File: config.mk
export PLATFORM = sky130hd
export DESIGN_NAME = fspg_top
export DESIGN_NICKNAME = d
export VERILOG_FILES = /design/src/core/fspg_pkg.sv /design/src/core/fspg_top.sv /design/src/core/fspg_prot_check.sv
export SDC_FILE = /design/constraint.sdc
export NUM_CORES = 1
export LEC_CHECK = 0
export BUFFER_PORTS_ARGS = -buffer_cell sky130_fd_sc_hd__buf_2
export CORE_AREA = 2 2 115 117
export DETAILED_ROUTE_END_ITERATION = 10
export DIE_AREA = 0 0 117 119
export GPL_ROUTABILITY_DRIVEN = 0
export SETUP_SLACK_MARGIN = 0.15
export SLEW_MARGIN = 40
export SYNTH_ARGS = -nofsm -noshare
export SYNTH_HDL_FRONTEND = slang
export SYNTH_HIERARCHICAL = 1
export SYNTH_SLANG_ARGS = --single-unit
File: constraint.sdc
create_clock -name core_clk -period 3.9 [get_ports core_clk]
set_input_delay 0.585 -clock core_clk [delete_from_list [all_inputs] [get_ports core_clk]]
set_output_delay 0.585 -clock core_clk [all_outputs]
set_load 0.02 [all_outputs]
File: src/core/fspg_pkg.sv
// Constants, types and tables of the flash status and protection guard.
// Assumes an 8-bit register per APB word and a synchronous core clock.
// Notes on behaviour
// [RL1] Protection may only be added; a write removing protection never lands.
// [RL2] A disallowed protection write is dropped whole; register keeps old value.
// [RL3] Protection register read returns the scenario actually in force.
// [RL4] From scenario 7 any target allowed; from 6 only 1, 3, 4, 6.
// [RL5] Normal modes: empty, violation, error writable; complete, blank read-only.
// [RL6] Special modes: fail is read/write, done is read-only.
// [RL7] Software clears fail before starting a new sequence in special modes.
// [RL8] Bit 7 buffer empty: reads 1 when buffers free; write 1 clears.
// [RL9] Writing 0 to bit 7 mid-sequence aborts and sets access error.
// [RL10] Interrupt when buffer empty and its enable are both set.
// [RL11] Bit 6 complete clears with empty; sets only when all work done.
// [RL12] Interrupt when command complete and its enable are both set.
// [RL13] Bit 5 violation sets on program or erase of protected area.
// [RL14] No command launches while the violation flag is set.
// [RL15] Bit 4 error sets on sequence fault, bad code, stop while busy.
// [RL16] No command launches while the access error flag is set.
// [RL17] Bit 2 blank sets on passing verify, clears on valid launch.
// [RL18] Special modes: bit 1 fail sets on failing verify; blocks launch.
// [RL19] Special modes: bit 0 done reads 0 while an operation runs.
// [RL20] Software writes flash address, then command, then 1 to launch.
// [RL21] Only codes 05, 20, 40, 41 accepted; others set access error.
// [RL22] Without a divider write since reset, launch sets access error.
// [RL23] Scenario from open and disable bits, checked against transition table.
package fspg_pkg;

    localparam logic [3:0] IDX_CLKDIV  = 4'h0;
    localparam logic [3:0] IDX_CONFIG  = 4'h3;
    localparam logic [3:0] IDX_PROT    = 4'h4;
    localparam logic [3:0] IDX_STATUS  = 4'h5;
    localparam logic [3:0] IDX_COMMAND = 4'h6;

    localparam int ST_EMPTY = 7;
    localparam int ST_CMPL  = 6;
    localparam int ST_VIOL  = 5;
    localparam int ST_ERR   = 4;
    localparam int ST_BLANK = 2;
    localparam int ST_FAIL  = 1;
    localparam int ST_DONE  = 0;

    localparam int CF_BEIE = 7;
    localparam int CF_COMPLETE_IRQ_ENABLE = 6;

    localparam int PR_OPEN = 7;
    localparam int PR_HDIS = 5;
    localparam int PR_HSZ  = 3;
    localparam int PR_LDIS = 2;
    localparam int PR_LSZ  = 0;

    localparam logic [7:0] CMD_VERIFY = 8'h05;
    localparam logic [7:0] CMD_PROG   = 8'h20;
    localparam logic [7:0] CMD_SECT   = 8'h40;
    localparam logic [7:0] CMD_MASS   = 8'h41;

    localparam logic [7:0] CLKDIV_RST = 8'h00;
    localparam logic [7:0] PROT_RST   = 8'hFF;

    // Row = from scenario, bit = to scenario
    localparam logic [7:0][7:0] SCN_ALLOW = {8'hFF, 8'h5A, 8'h20, 8'h10,
                                             8'h08, 8'h04, 8'h02, 8'h01};

    localparam logic [15:0] LO_BASE = 16'h4000;
    localparam logic [3:0][15:0] LO_END  = {16'h5FFF, 16'h4FFF,
                                            16'h47FF, 16'h43FF};
    localparam logic [3:0][15:0] HI_BASE = {16'hC000, 16'hE000,
                                            16'hF000, 16'hF800};

    typedef struct packed {
        logic [7:0]  code;
        logic [15:0] addr;
        logic [15:0] data;
    } fspg_cmd_t;

    typedef enum logic [1:0] {SQ_IDLE, SQ_ADDR, SQ_CMD} fspg_seq_t;

endpackage : fspg_pkg

File: src/core/fspg_top.sv
// Flash command status flags, sequence guard and protection register.
// Assumes an APB master on core_clk and an external sequencer that
// takes launched commands and reports activity and verify results.
//
// Our own choice: register access over APB.
`timescale 1ns/1ns
module fspg_top (
    input  wire logic              core_clk,
    input  wire logic              reset_n,
    input  wire logic              psel,
    input  wire logic              penable,
    input  wire logic              pwrite,
    input  wire logic [7:0]        paddr,
    input  wire logic [31:0]       pwdata,
    output logic [31:0]            prdata,
    output logic                   pready,
    output logic                   pslverr,
    input  wire logic              special_mode,
    input  wire logic              flash_wr,
    input  wire logic [15:0]       flash_addr,
    input  wire logic [15:0]       flash_data,
    input  wire logic              cpu_stop,
    input  wire logic              seq_take,
    input  wire logic              seq_active,
    input  wire logic              verify_blank,
    input  wire logic              verify_fail,
    output logic                   launch,
    output fspg_pkg::fspg_cmd_t    launch_cmd,
    output logic [7:0]             prot_active,
    output logic                   irq
);
    logic                 buffer_empty_flag_q;
    logic                 command_complete_flag_q;
    logic                 protection_violation_flag_q;
    logic                 access_error_flag_q;
    logic                 blank_q;
    logic                 fail_q;
    logic                 buffer_empty_irq_enable_q;
    logic                 complete_irq_enable_q;
    logic                 div_loaded_q;
    logic [7:0]           clock_divider_register_q;
    logic [7:0]           protection_register_q;
    logic [7:0]           prot_d;
    fspg_pkg::fspg_seq_t  seq_q;
    fspg_pkg::fspg_seq_t  seq_d;
    fspg_pkg::fspg_cmd_t  buf_q;
    logic [31:0]          prdata_q;

    logic                 wr;
    logic                 map_ok;
    logic [3:0]           idx;
    logic                 wr_div;
    logic                 wr_cfg;
    logic                 wr_prot;
    logic                 wr_st;
    logic                 wr_cmd;
    logic                 prot_ok;
    logic                 prot_hit;
    logic                 code_ok;
    logic                 flash_ok;
    logic                 seq_err;
    logic                 go;
    logic                 blocked;
    logic                 div_err;
    logic                 viol_set;
    logic                 stop_err;
    logic                 err_set;
    logic                 done;
    logic [7:0]           status_rd;

    assign pready  = 1'b1;
    assign pslverr = 1'b0;
    assign prdata  = prdata_q;

    assign idx    = paddr[5:2];
    assign map_ok = (paddr[7:6] == 2'b00) && (paddr[1:0] == 2'b00);
    assign wr     = psel && penable && pwrite && map_ok;
    assign wr_div  = wr && (idx == fspg_pkg::IDX_CLKDIV);
    assign wr_cfg  = wr && (idx == fspg_pkg::IDX_CONFIG);
    assign wr_prot = wr && (idx == fspg_pkg::IDX_PROT);
    assign wr_st   = wr && (idx == fspg_pkg::IDX_STATUS);
    assign wr_cmd  = wr && (idx == fspg_pkg::IDX_COMMAND);

    fspg_prot_check u_prot (
        .cur   (protection_register_q),
        .req   (pwdata[7:0]),
        .addr  (buf_q.addr),
        .allow (prot_ok),
        .hit   (prot_hit)
    );

    assign code_ok = (pwdata[7:0] == fspg_pkg::CMD_VERIFY)
                  || (pwdata[7:0] == fspg_pkg::CMD_PROG)
                  || (pwdata[7:0] == fspg_pkg::CMD_SECT)
                  || (pwdata[7:0] == fspg_pkg::CMD_MASS); // [RL21]

    localparam int ST_EMPTY_B = fspg_pkg::ST_EMPTY;

    // Sequence step events
    assign flash_ok = flash_wr && (seq_q == fspg_pkg::SQ_IDLE)
                   && !flash_addr[0] && buffer_empty_flag_q; // [RL20]
    assign seq_err =
        (flash_wr && (seq_q != fspg_pkg::SQ_IDLE
                      || (flash_addr[0] && buffer_empty_flag_q)))
        || (wr_cmd && (seq_q != fspg_pkg::SQ_ADDR || !code_ok)) // [RL21]
        || ((wr_div || wr_cfg || wr_prot) && seq_q != fspg_pkg::SQ_IDLE)
        || (wr_st && !pwdata[ST_EMPTY_B]
            && seq_q != fspg_pkg::SQ_IDLE) // [RL9]
        || (wr_st && pwdata[ST_EMPTY_B]
            && seq_q == fspg_pkg::SQ_ADDR); // [RL15]

    assign go = wr_st && pwdata[ST_EMPTY_B] && (seq_q == fspg_pkg::SQ_CMD);
    assign blocked = protection_violation_flag_q // [RL14]
                  || access_error_flag_q         // [RL16]
                  || (special_mode && fail_q);   // [RL18]
    assign div_err  = go && !blocked && !div_loaded_q; // [RL22]
    assign viol_set = go && !blocked && div_loaded_q && prot_hit
                   && (buf_q.code != fspg_pkg::CMD_VERIFY); // [RL13]
    assign launch   = go && !blocked && div_loaded_q && !viol_set;
    assign stop_err = cpu_stop && !command_complete_flag_q; // [RL15]
    assign err_set  = seq_err || div_err || stop_err; // [RL15]

    always_comb begin
        seq_d = seq_q;
        if (err_set || go || viol_set) begin
            seq_d = fspg_pkg::SQ_IDLE;
        end else if (flash_ok) begin
            seq_d = fspg_pkg::SQ_ADDR;
        end else if (wr_cmd) begin
            seq_d = fspg_pkg::SQ_CMD;
        end
    end

    always_ff @(posedge core_clk) begin
        if (!reset_n) begin
            seq_q <= fspg_pkg::SQ_IDLE;
        end else begin
            seq_q <= seq_d;
        end
    end

    // Address, data and command buffer
    always_ff @(posedge core_clk) begin
        if (!reset_n) begin
            buf_q <= '0;
        end else if (flash_ok) begin
            buf_q.addr <= flash_addr;
            buf_q.data <= flash_data;
        end else if (wr_cmd && seq_q == fspg_pkg::SQ_ADDR && code_ok) begin
            buf_q.code <= pwdata[7:0];
        end
    end
    assign launch_cmd = buf_q;

    // Buffer empty: cleared by launch, set when the sequencer takes it
    always_ff @(posedge core_clk) begin
        if (!reset_n) begin
            buffer_empty_flag_q <= 1'b1;
        end else if (seq_take) begin
            buffer_empty_flag_q <= 1'b1;
        end else if (launch) begin
            buffer_empty_flag_q <= 1'b0; // [RL8]
        end
    end

    // Complete only once nothing is buffered and nothing runs
    always_ff @(posedge core_clk) begin
        if (!reset_n) begin
            command_complete_flag_q <= 1'b1;
        end else if (launch) begin
            command_complete_flag_q <= 1'b0; // [RL11]
        end else if (buffer_empty_flag_q && !seq_active) begin
            command_complete_flag_q <= 1'b1; // [RL11]
        end
    end

    always_ff @(posedge core_clk) begin
        if (!reset_n) begin
            protection_violation_flag_q <= 1'b0;
        end else if (viol_set) begin
            protection_violation_flag_q <= 1'b1; // [RL13]
        end else if (wr_st && pwdata[fspg_pkg::ST_VIOL]) begin
            protection_violation_flag_q <= 1'b0; // [RL5]
        end
    end

    always_ff @(posedge core_clk) begin
        if (!reset_n) begin
            access_error_flag_q <= 1'b0;
        end else if (err_set) begin
            access_error_flag_q <= 1'b1; // [RL15]
        end else if (wr_st && pwdata[fspg_pkg::ST_ERR]) begin
            access_error_flag_q <= 1'b0; // [RL5]
        end
    end

    always_ff @(posedge core_clk) begin
        if (!reset_n) begin
            blank_q <= 1'b0;
        end else if (verify_blank) begin
            blank_q <= 1'b1; // [RL17]
        end else if (launch) begin
            blank_q <= 1'b0; // [RL17]
        end
    end

    always_ff @(posedge core_clk) begin
        if (!reset_n) begin
            fail_q <= 1'b0;
        end else if (special_mode && verify_fail) begin
            fail_q <= 1'b1; // [RL18]
        end else if (special_mode && wr_st && pwdata[fspg_pkg::ST_FAIL]) begin
            fail_q <= 1'b0; // [RL6]
        end
    end

    always_ff @(posedge core_clk) begin
        if (!reset_n) begin
            buffer_empty_irq_enable_q <= 1'b0;
            complete_irq_enable_q     <= 1'b0;
        end else if (wr_cfg && seq_q == fspg_pkg::SQ_IDLE) begin
            buffer_empty_irq_enable_q <= pwdata[fspg_pkg::CF_BEIE];
            complete_irq_enable_q     <= pwdata[fspg_pkg::CF_COMPLETE_IRQ_ENABLE];
        end
    end

    always_ff @(posedge core_clk) begin
        if (!reset_n) begin
            clock_divider_register_q <= fspg_pkg::CLKDIV_RST;
            div_loaded_q             <= 1'b0;
        end else if (wr_div && seq_q == fspg_pkg::SQ_IDLE) begin
            clock_divider_register_q <= pwdata[7:0];
            div_loaded_q             <= 1'b1; // [RL22]
        end
    end

    // Sizes only move while their range is disabled
    always_comb begin
        prot_d = pwdata[7:0];
        if (!protection_register_q[fspg_pkg::PR_HDIS]) begin
            prot_d[fspg_pkg::PR_HSZ +: 2] =
                protection_register_q[fspg_pkg::PR_HSZ +: 2];
        end
        if (!protection_register_q[fspg_pkg::PR_LDIS]) begin
            prot_d[fspg_pkg::PR_LSZ +: 2] =
                protection_register_q[fspg_pkg::PR_LSZ +: 2];
        end
    end

    always_ff @(posedge core_clk) begin
        if (!reset_n) begin
            protection_register_q <= fspg_pkg::PROT_RST;
        end else if (wr_prot && prot_ok && seq_q == fspg_pkg::SQ_IDLE) begin
            protection_register_q <= prot_d; // [RL1] [RL2] [RL23]
        end
    end
    assign prot_active = protection_register_q; // [RL3]

    assign irq = (buffer_empty_flag_q && buffer_empty_irq_enable_q) // [RL10]
              || (command_complete_flag_q && complete_irq_enable_q); // [RL12]

    assign done = special_mode && !seq_active; // [RL19]
    always_comb begin
        status_rd = 8'h00; // [RL5]
        status_rd[fspg_pkg::ST_EMPTY] = buffer_empty_flag_q;
        status_rd[fspg_pkg::ST_CMPL]  = command_complete_flag_q;
        status_rd[fspg_pkg::ST_VIOL]  = protection_violation_flag_q;
        status_rd[fspg_pkg::ST_ERR]   = access_error_flag_q;
        status_rd[fspg_pkg::ST_BLANK] = blank_q;
        status_rd[fspg_pkg::ST_FAIL]  = special_mode && fail_q; // [RL6]
        status_rd[fspg_pkg::ST_DONE]  = done; // [RL19]
    end

    // Read data latched in the setup phase, zero wait states
    always_ff @(posedge core_clk) begin
        if (!reset_n) begin
            prdata_q <= 32'h0000_0000;
        end else if (psel && !penable && !pwrite) begin
            if (!map_ok) begin
                prdata_q <= 32'h0000_0000;
            end else if (idx == fspg_pkg::IDX_CLKDIV) begin
                prdata_q <= {24'h00_0000, clock_divider_register_q};
            end else if (idx == fspg_pkg::IDX_CONFIG) begin
                prdata_q <= {24'h00_0000, buffer_empty_irq_enable_q,
                             complete_irq_enable_q, 6'h00};
            end else if (idx == fspg_pkg::IDX_PROT) begin
                prdata_q <= {24'h00_0000, protection_register_q}; // [RL3]
            end else if (idx == fspg_pkg::IDX_STATUS) begin
                prdata_q <= {24'h00_0000, status_rd};
            end else if (idx == fspg_pkg::IDX_COMMAND) begin
                prdata_q <= {24'h00_0000, buf_q.code};
            end else begin
                prdata_q <= 32'h0000_0000;
            end
        end
    end

    chk_prot_hold: assert property ( // [RL2]
        @(posedge core_clk) disable iff (!reset_n)
        wr_prot && !prot_ok |=> $stable(protection_register_q))
        else $error("Disallowed protection write changed the register");

    chk_prot_scen: assert property ( // [RL1]
        @(posedge core_clk) disable iff (!reset_n)
        $changed(protection_register_q) |->
        fspg_pkg::SCN_ALLOW
            [{$past(protection_register_q[fspg_pkg::PR_OPEN]),
              $past(protection_register_q[fspg_pkg::PR_HDIS]),
              $past(protection_register_q[fspg_pkg::PR_LDIS])}]
            [{protection_register_q[fspg_pkg::PR_OPEN],
              protection_register_q[fspg_pkg::PR_HDIS],
              protection_register_q[fspg_pkg::PR_LDIS]}])
        else $error("Protection moved along a forbidden transition");

    chk_viol_block: assert property ( // [RL14]
        @(posedge core_clk) disable iff (!reset_n)
        protection_violation_flag_q |-> !launch)
        else $error("Launch while violation flag set");

    chk_err_block: assert property ( // [RL16]
        @(posedge core_clk) disable iff (!reset_n)
        access_error_flag_q |-> !launch)
        else $error("Launch while access error set");

    chk_empty_clear: assert property ( // [RL8]
        @(posedge core_clk) disable iff (!reset_n)
        launch && !seq_take |=>
        !buffer_empty_flag_q && launch_cmd.code != 8'h00)
        else $error("Launch did not clear buffer empty");

    chk_cmpl_empty: assert property ( // [RL11]
        @(posedge core_clk) disable iff (!reset_n)
        !buffer_empty_flag_q |-> !command_complete_flag_q)
        else $error("Complete set while buffer full");

    chk_abort_err: assert property ( // [RL9]
        @(posedge core_clk) disable iff (!reset_n)
        wr_st && !pwdata[ST_EMPTY_B] && seq_q != fspg_pkg::SQ_IDLE |=>
        access_error_flag_q && seq_q == fspg_pkg::SQ_IDLE)
        else $error("Abort did not set access error");

    chk_bad_code: assert property ( // [RL21]
        @(posedge core_clk) disable iff (!reset_n)
        wr_cmd && !code_ok |=> access_error_flag_q)
        else $error("Illegal command code accepted");

    chk_div_needed: assert property ( // [RL22]
        @(posedge core_clk) disable iff (!reset_n)
        go && !blocked && !div_loaded_q |=>
        access_error_flag_q && buffer_empty_flag_q)
        else $error("Command ran without divider setup");

    chk_fail_set: assert property ( // [RL18]
        @(posedge core_clk) disable iff (!reset_n)
        special_mode && verify_fail |=> fail_q ##0 !launch)
        else $error("Failing verify not flagged");

    chk_stop_err: assert property ( // [RL15]
        @(posedge core_clk) disable iff (!reset_n)
        cpu_stop && !command_complete_flag_q |=> access_error_flag_q)
        else $error("Stop during command not flagged");
endmodule : fspg_top

File: src/core/fspg_prot_check.sv
// Protection scenario transition check and protected-address test.
// Assumes protection bytes laid out as in the package field positions.
`timescale 1ns/1ns
module fspg_prot_check (
    input  wire logic [7:0]  cur,
    input  wire logic [7:0]  req,
    input  wire logic [15:0] addr,
    output logic             allow,
    output logic             hit
);
    logic [2:0] scn_cur;
    logic [2:0] scn_req;
    logic       in_hi;
    logic       in_lo;
    logic       sel;

    // Scenario number from open and disable bits [RL23]
    assign scn_cur = {cur[fspg_pkg::PR_OPEN], cur[fspg_pkg::PR_HDIS],
                      cur[fspg_pkg::PR_LDIS]};
    assign scn_req = {req[fspg_pkg::PR_OPEN], req[fspg_pkg::PR_HDIS],
                      req[fspg_pkg::PR_LDIS]};
    assign allow = fspg_pkg::SCN_ALLOW[scn_cur][scn_req]; // [RL4] [RL23]

    assign in_hi = addr >= fspg_pkg::HI_BASE[cur[fspg_pkg::PR_HSZ +: 2]];
    assign in_lo = (addr >= fspg_pkg::LO_BASE)
                 && (addr <= fspg_pkg::LO_END[cur[fspg_pkg::PR_LSZ +: 2]]);
    assign sel = (!cur[fspg_pkg::PR_HDIS] && in_hi)
               || (!cur[fspg_pkg::PR_LDIS] && in_lo);
    // Open selects protected ranges, closed selects unprotected ones
    assign hit = cur[fspg_pkg::PR_OPEN] ? sel : !sel;
endmodule : fspg_prot_check

* Word-level counts from Yosys, hierarchy flattened
Memory sizes are Yosys's and may differ from the RTL's. A register that Yosys moved wholly into a read port is not among the register bits.
Index checks and enable logic that the tools add are counted.
** Storage, ports and cells
- Flip-flop bits (word level) :: 99
- Memory bits (read-only) :: 64
- Input port bits :: 84
- Output and inout port bits :: 84
- Word-level logic and storage cells :: 167
- Memories :: 1
** Cells by class
- Order comparisons :: 7
- Eq/ne operators :: 12
- Multiplexer cells :: 28
- Bitwise logic cells :: 2
- Reduce and logical (&&, ||, !) cells :: 98
** Memories
- (no name shown) :: depth 8, bits a word 8, rd ports 1, clocked after Yosys merged registers in 1, wr ports 0, RTL line fspg_prot_check.sv:22 : assign allow = fspg_pkg::SCN_ALLOW[scn_cur][scn_req];
** Operators by type and width (count)
- 16-bit binary-select mux with 2-bit select :: 2
- 8-bit two-way mux :: 7
- 1-bit logical AND :: 49
- 16-bit two-way mux :: 2
- 1-bit logical OR :: 19
- 8-bit by 7-bit == test with 1-bit output, second input constant :: 2
- 16-bit by 15-bit greater-or-equal comparator with 1-bit output, second input constant :: 1
- 16-bit greater-or-equal comparator :: 1
- 16-bit <= comparator :: 1
- 1-bit two-way mux :: 14
- 2-bit nonzero test :: 7
- 1-bit zero test :: 13
- 4-bit by 3-bit == test with 1-bit output, second input constant :: 3
- 8-bit by 3-bit == test with 1-bit output, second input constant :: 1
- 8-bit by 6-bit == test with 1-bit output, second input constant :: 1
- 3-bit by 4-bit less-than comparator with 1-bit output, second input constant :: 2
- 8-bit by 3-bit inequality test with 1-bit output, second input constant :: 1
- 2-bit zero test :: 3
- 2-bit by 3-bit less-than comparator with 1-bit output, second input constant :: 2
- 3-bit two-way mux :: 2
- 2-bit AND reduction :: 3
- 4-bit by 2-bit == test with 1-bit output, second input constant :: 1
- 4-bit zero test :: 1
- 2-bit OR reduction :: 2
- 6 further kinds :: 7

* Longest topological paths before layout
Gate-level depths: netlist of run 1.
- Depth in word-level cells :: 16
- Depth in mapped cells :: 11
- Gate-level depth less buffers :: 11

* Hierarchy
The synthesis of run 1 kept the hierarchy.
** Modules (own cells, without submodules)
- fspg_top :: instances 1, cells an instance 418, area each 3469.6 um2, sequential area each 1501.4 um2
- fspg_prot_check :: instances 1, cells an instance 42, area each 290.3 um2, sequential area each 0.0 um2

* Worst setup path before layout of run 1
Ideal clock, no wire load.
- Path type :: reg2out
- Start point :: register protection_register_q[1] (netlist: prot_active[1])
- End point :: output port launch
- Arrival :: 2399 ps
- Required time :: 3315 ps
- Path slack :: 916 ps
- Cell stages (with the launch flop) :: 10
- Buffers on the path :: 0
- Cell sequence :: dfxtp_1 > nor2_1 > ha_1 > nand4b_1 > or4_1 > o31ai_1 > a31oi_1 > xor2_1 > a21boi_2 > nor4_4
** Between the ends
- Cells in the longest elaborated chain, start to end :: 12
** Ends and longest elaborated chain
- start, declared :: RTL line fspg_top.sv:42 : logic [7:0] protection_register_q;
- start signal, assigned :: RTL line fspg_top.sv:252 : protection_register_q <= fspg_pkg::PROT_RST;
- start signal, assigned :: RTL line fspg_top.sv:254 : protection_register_q <= prot_d;
- 16-bit binary-select mux with 2-bit select (*) :: RTL line fspg_prot_check.sv:26 : && (addr <= fspg_pkg::LO_END[cur[fspg_pkg::PR_LSZ +: 2]]);
- 16-bit two-way mux (implied by the code) (*) :: RTL line fspg_prot_check.sv:26
- 16-bit <= comparator (*) :: RTL line fspg_prot_check.sv:26
- 1-bit logical AND (*) :: RTL line fspg_prot_check.sv:26
- 1-bit logical AND (*) :: RTL line fspg_prot_check.sv:28 : || (!cur[fspg_pkg::PR_LDIS] && in_lo);
- 1-bit logical OR (*) :: RTL line fspg_prot_check.sv:28
- 1-bit zero test :: RTL line fspg_prot_check.sv:30 : assign hit = cur[fspg_pkg::PR_OPEN] ? sel : !sel;
- 1-bit two-way mux (*) :: RTL line fspg_prot_check.sv:30
- named net prot_hit :: RTL line fspg_top.sv:58 : logic prot_hit;
- 1-bit logical AND (*) :: RTL line fspg_top.sv:117 : assign viol_set = go && !blocked && div_loaded_q && prot_hit
- 1-bit logical AND (*) :: RTL line fspg_top.sv:118 : && (buf_q.code != fspg_pkg::CMD_VERIFY);
- 1-bit zero test (*) :: RTL line fspg_top.sv:119 : assign launch = go && !blocked && div_loaded_q && !viol_set;
- 1-bit logical AND (*) :: RTL line fspg_top.sv:119
- end, declared :: RTL line fspg_top.sv:27 : output logic launch,
Mark *: on every way through the listed nets, which the timed path passes. The rest lies on a longest branch. The select of a mux whose other input is x is not followed.

* Final worst setup path of run 1
Same ends and word-level chain as after synthesis.

==> impl_metrics.tcl, run 1 <==
set metrics [dict create \
    grt_remaining_overflow 0 \
    crit_path_start_kind "register" \
    ff2ff_path_depth 11 \
    gr-usage-met3_pct 5.50 \
    seq_area_frac_synth_pct 39.9 \
    layout_min_cycle_time_ps 3550 \
    clock_skew_ps 8.43 \
    gr-usage-all-layers_pct 16.6 \
    internal_power_w 0.00138 \
    io_pins 168 \
    power_w 0.00184 \
    path_clk_slew_ps 60 \
    grt_pass1_vias 3431 \
    comb_power_share_pct 11.2 \
    ys_types 59 \
    arrival_ps 2960 \
    grtUsageMet2_pct 27.9 \
    critPathKind "reg2out" \
    vias_per_cell 4.83 \
    max_cap_violations 0 \
    antennaDiodeCount 0 \
    ir_worst_vdd_uv 319 \
    die_w_um 117 \
    fp.dieH_um 119 \
    drc_errors 0 \
    fillers 1373 \
    antenna_found_initial 0 \
    clk_latency_ps 340 \
    numCtsBuffers 9 \
    min_path_cells 3 \
    placed_cell_area_um2 4390 \
    syn_inst 460 \
    p_clk_share_pct 45.3 \
    avgSynthCellArea_um2 8.17 \
    final_cell_area_um2 4680 \
    layout_commonest_cell "buf_2" \
    tightest_slew_ps 754 \
    seq_power_share_pct 43.5 \
    ant_nets 0 \
    synth_edf_count 0 \
    top_usage_layer "met2" \
    synth-main-ff-cell "dfxtp_1" \
    dieArea_um2 13900 \
    rsz0062_at_grt "false" \
    layout_common_cells "117 x buf_2, 97 x nand2_1, 75 x dfxtp_1" \
    synth_seq_cells 75 \
    cts_root_buffer "clkbuf_16" \
    first_iter_violations 224 \
    timing.slew.headroom_pct 49.4 \
    grt_max_degree 35 \
    dp_hpwl_mm 8.38 \
    vias 3604 \
    final_cells 746 \
    post-cts-setup-buffers 0 \
    syn2layout_area_growth_pct 24.6 \
    cp.required_ps 3310 \
    fin_crit_sh_pct 90.9 \
    portBuffers 117 \
    p_sw_share_pct 25.0 \
    max-clock-path-buffers 2 \
    endpoint_kind "primary output" \
    ff2ff_setup_slack_ps 1140 \
    fin_nets 656 \
    p_leak_nw 2.12 \
    rows 42 \
    max_freq_mhz 282 \
    hp-class "in2reg" \
    hold_viol 0 \
    hold_buffers 0 \
    tritoncts "yes" \
    outcome "finished clean" \
    synth_area_um2 3760 \
    dp_cells 731 \
    finalSetupViolations 0 \
    p_switching_w 0.000460 \
    fin_setup_tns_ps 0 \
    cts_sinks 75 \
    synth_warnings 6 \
    routedWlPerCell_um 15.2 \
    crit_fanout 6 \
    async_flop_share_pct 0 \
    power_density_nw_per_um2 393 \
    dr.pass1.iters 5 \
    drv_slew 0 \
    drive_gt1_share_pct 25.8 \
    use_met1_pct 20.1 \
    h-tree-depth 3 \
    initial_core_util_pct 29.2 \
    post_cts_resized 0 \
    grt_pass1_wl_mm 17.8 \
    core_area_um2 12900 \
    drt-total-wl_mm 11.3 \
]
-- final cells by class --
type                            count  area [um^2]  share of cell area [%]
Multi-Input combinational cell    349         2010                    42.9
Timing Repair Buffer              122          623                    13.3
Clock buffer                       13          260                    5.56
Clock inverter                      2         35.0                   0.748
Tap cell                          176          220                    4.70
Sequential cell                    75         1500                    32.1
Inverter                            9         33.8                   0.721
-- critical path, cell delays in order, from the launching register on --
cell      delay (ps)
dfxtp_1          410
nor2_1            90
ha_1             280
nand4b_1          80
or4_1            530
o31ai_1           90
a31oi_1          150
xor2_1           160
a21boi_2         190
nor4_4           400
buf_2            240
-- sequential cells by signal, summed over array words and instances (netlist names) --
signal,flops
access_error_flag_q,1
blank_q,1
buffer_empty_flag_q,1
buffer_empty_irq_enable_q,1
clock_divider_register_q,8
command_complete_flag_q,1
complete_irq_enable_q,1
div_loaded_q,1
fail_q,1
launch_cmd,40
prdata,8
prot_active,8
protection_violation_flag_q,1
seq_q,2
-- synthesized netlist by cell type (all sizes together) (6+ instances only) --
cell type	number	area share [%]
mux2i	23	6.1
ha	6	2.0
buf	33	6.3
nor2	31	3.1
nand4	6	1.0
a21oi	43	5.7
nor2b	11	1.8
dfxtp	75	40
and3	9	1.6
o21ai	12	1.6
nor4	6	1.6
clkbuf	18	1.8
nand3	17	2.3
nor3	6	0.93
nand2	98	10
inv	9	0.90
-- power groups by stage --
stage                     Sequential [W]  Combinational (W)  Clock (W)
after CTS                       0.000800           0.000206   0.000856
final                           0.000800           0.000206   0.000834
after floorplan                 0.000832           0.000126          0
after global routing            0.000802           0.000226   0.000887
after detailed placement        0.000816           0.000206          0
after global placement          0.000815           0.000202          0
-- metrics by stage --
stage	hold WS [ps]	worst slack (ps)	utilization [%]
2_1_floorplan	445	916	-
3_3_place_gp	441	764	34.1
3_5_place_dp	450	715	34.1
4_1_cts	435	340	36.4
5_1_grt	454	157	36.4
6_report	448	354	36.4
-- cells by family (layout without fill, tap and decap cells) --
logic type               after synthesis  in the layout  share of synthesized area, %
AND/OR/NAND/NOR                      208            208                          28.9
AO/OA/AOI/OAI                         85             85                          13.6
flip-flops                            75             75                          39.9
buffers and inverters                 60            146                          8.98
multiplexers                          23             23                          6.12
adder cells (fa/ha/maj)                6              6                          2.00
other                                  2             26                         0.200
XOR/XNOR                               1              1                         0.233
-- per-layer routing --
metal / vias to the layer above / wire [um]
li1: 1766 / -
met5: - / 0
met2: 156 / 5510
met4: 0 / 212
met1: 1667 / 4720
met3: 15 / 875
-- final timing paths --
path | from | endpoint
worst max-delay path | prot_active[1]$_SDFFE_PN1P_ | launch
worst max register to register | prot_active[1]$_SDFFE_PN1P_ | blank_q$_SDFFE_PN0P_
worst min-delay path | seq_take | buffer_empty_flag_q$_SDFFE_PP1P_
worst min register to register | launch_cmd[3]$_SDFFE_PN0P_ | launch_cmd[3]$_SDFFE_PN0P_
(Power assumes the default switching activity.)
==> run 2, diff against run 1 <==
--- a/config.mk
+++ b/config.mk
@@ -10,6 +10,7 @@
 export DETAILED_ROUTE_END_ITERATION = 10
 export DIE_AREA = 0 0 117 119
 export GPL_ROUTABILITY_DRIVEN = 0
+export PLACE_DENSITY = 0.64
 export SETUP_SLACK_MARGIN = 0.15
 export SLEW_MARGIN = 40
 export SYNTH_ARGS = -nofsm -noshare
==> run 2 against run 1 <==
Net effect: fmax shrank 0.77%; global-route usage down 0.054 points; utilization rose by 0.46 points; first-iteration DRC count down 21%; count of clock-buffer cells in the layout decreased by 1; register-to-register slack got worse by 20 ps; non-clock buffer count fell by 1; final cell count unchanged; combinational power about the same; critical path depth is the same; total power up 8.7%.
==> impl_metrics.tcl, run 2 (synthesis results as in run 1) <==
set metrics [dict create \
    max_freq_mhz 280 \
    rsz0062_at_grt "false" \
    cts_sinks 75 \
    die_w_um 117 \
    ant_nets 0 \
    core_area_um2 12900 \
    antennaDiodeCount 0 \
    ff2ff_path_depth 11 \
    gr-usage-all-layers_pct 16.5 \
    final_cells 746 \
    rr_startpoint "prot_active[1]$_SDFFE_PN1P_" \
    vias 3632 \
    tritoncts "yes" \
    hp-class "reg2reg" \
    post-cts-setup-buffers 0 \
    min_path_cells 2 \
    vias_per_cell 4.87 \
    hold_end "launch_cmd[5]$_SDFFE_PN0P_" \
    power_density_nw_per_um2 421 \
    antenna_found_initial 0 \
    largest_register_ffs 40 \
    grt_pass1_vias 3505 \
    endpoint_kind "primary output" \
    numCtsBuffers 9 \
    ir_worst_vdd_uv 339 \
    hold_slack_ps 451 \
    clock_skew_ps 7.37 \
    drt-total-wl_mm 11.2 \
    dr.pass1.iters 4 \
    arrival_ps 2990 \
    path_clk_slew_ps 60 \
    rows 42 \
    h-tree-depth 3 \
    hold_viol 0 \
    grt_remaining_overflow 0 \
    max-clock-path-buffers 2 \
    outcome "finished clean" \
    post_cts_resized 0 \
    dp_cells 730 \
    cts_root_buffer "clkbuf_16" \
    grt_pass1_wl_mm 17.9 \
    initial_core_util_pct 29.2 \
    fp.dieH_um 119 \
    ff2ff_setup_slack_ps 1120 \
    dp_hpwl_mm 8.36 \
    layout_min_cycle_time_ps 3570 \
    clk_latency_ps 340 \
    drv_slew 0 \
    fin_setup_tns_ps 0 \
    routedWlPerCell_um 15.0 \
    critPathKind "reg2out" \
    crit_fanout 6 \
    rr_endpoint "blank_q$_SDFFE_PN0P_" \
    hold_start "launch_cmd[5]$_SDFFE_PN0P_" \
    tightest_slew_ps 821 \
    hold_buffers 0 \
    fin_crit_sh_pct 91.6 \
    timing.slew.headroom_pct 45.1 \
    cp.required_ps 3310 \
    layout_commonest_cell "buf_2" \
    first_iter_violations 178 \
    portBuffers 117 \
    fin_nets 655 \
    max_cap_violations 0 \
    dieArea_um2 13900 \
    grt_max_degree 35 \
    layout_common_cells "117 x buf_2, 97 x nand2_1, 75 x dfxtp_1" \
    drc_errors 0 \
    syn2layout_area_growth_pct 26.2 \
    drive_gt1_share_pct 26.1 \
    placed_cell_area_um2 4380 \
    crit_path_start_kind "register" \
    io_pins 168 \
    finalSetupViolations 0 \
    final_cell_area_um2 4740 \
    p_leak_nw 2.15 \
]
-- run 2: cell types whose count changed in the layout (fill, tap and decap cells not counted) --
| cell | before | now |
|---|---|---|
| buf_4 | 5 | 4 |
| clkbuf_8 | 2 | 3 |
| bufinv_16 | 1 | 3 |
| clkbuf_1 | 2 | 0 |
-- run 2: area by class of cell --
type                            instances  area [um^2]
Fill cell                            1346         8130
Multi-Input combinational cell        349         2010
Sequential cell                        75         1500
Timing Repair Buffer                  121          616
Clock buffer                           12          267
Tap cell                              176          220
Clock inverter                          4         95.1
Inverter                                9         33.8
-- run 2: worst max-delay path by stage --
stage / depth (start not counted) / start / end
4_1_cts: 10 / prot_active[1]$_SDFFE_PN1P_ / launch
3_5_place_dp: 10 / prot_active[1]$_SDFFE_PN1P_ / launch
2_1_floorplan: 9 / prot_active[1]$_SDFFE_PN1P_ / launch
5_1_grt: 10 / prot_active[1]$_SDFFE_PN1P_ / launch
3_3_place_gp: 10 / prot_active[1]$_SDFFE_PN1P_ / launch
6_report: 10 / prot_active[1]$_SDFFE_PN1P_ / launch
-- run 2: through the flow --
step                power (W)  utilization [%]  setup slack, ps
floorplan            0.000959                -              916
finish                0.00200             36.8              326
CTS                   0.00202             36.8              298
global placement      0.00102             34.0              768
global route          0.00207             36.8              158
detailed placement    0.00102             34.0              669
-- run 2: worst max-delay path, stage by stage (launching register included) --
cell and delay [ps]:
dfxtp_1 420, nor2_1 80, ha_1 280, nand4b_1 100
or4_1 540, o31ai_1 90, a31oi_1 150, xor2_1 150
a21boi_2 190, nor4_4 410, buf_2 240
-- run 2: power by group --
group	internal, W	switching [W]	leakage [nW]
clock	0.000676	0.000319	0.179
combinational	0.0000679	0.000137	1.36
sequential	0.000785	0.0000148	0.609
total	0.00153	0.000470	2.15
-- run 2: metal layers --
layer / routed length, um / vias up / global-route usage [%]
met1: 4820 / 1692 / 20.3
met4: 240 / 0 / 5.37
li1: - / 1759 / -
met5: 0 / - / 0
met2: 5340 / 164 / 27.8
met3: 818 / 17 / 4.38
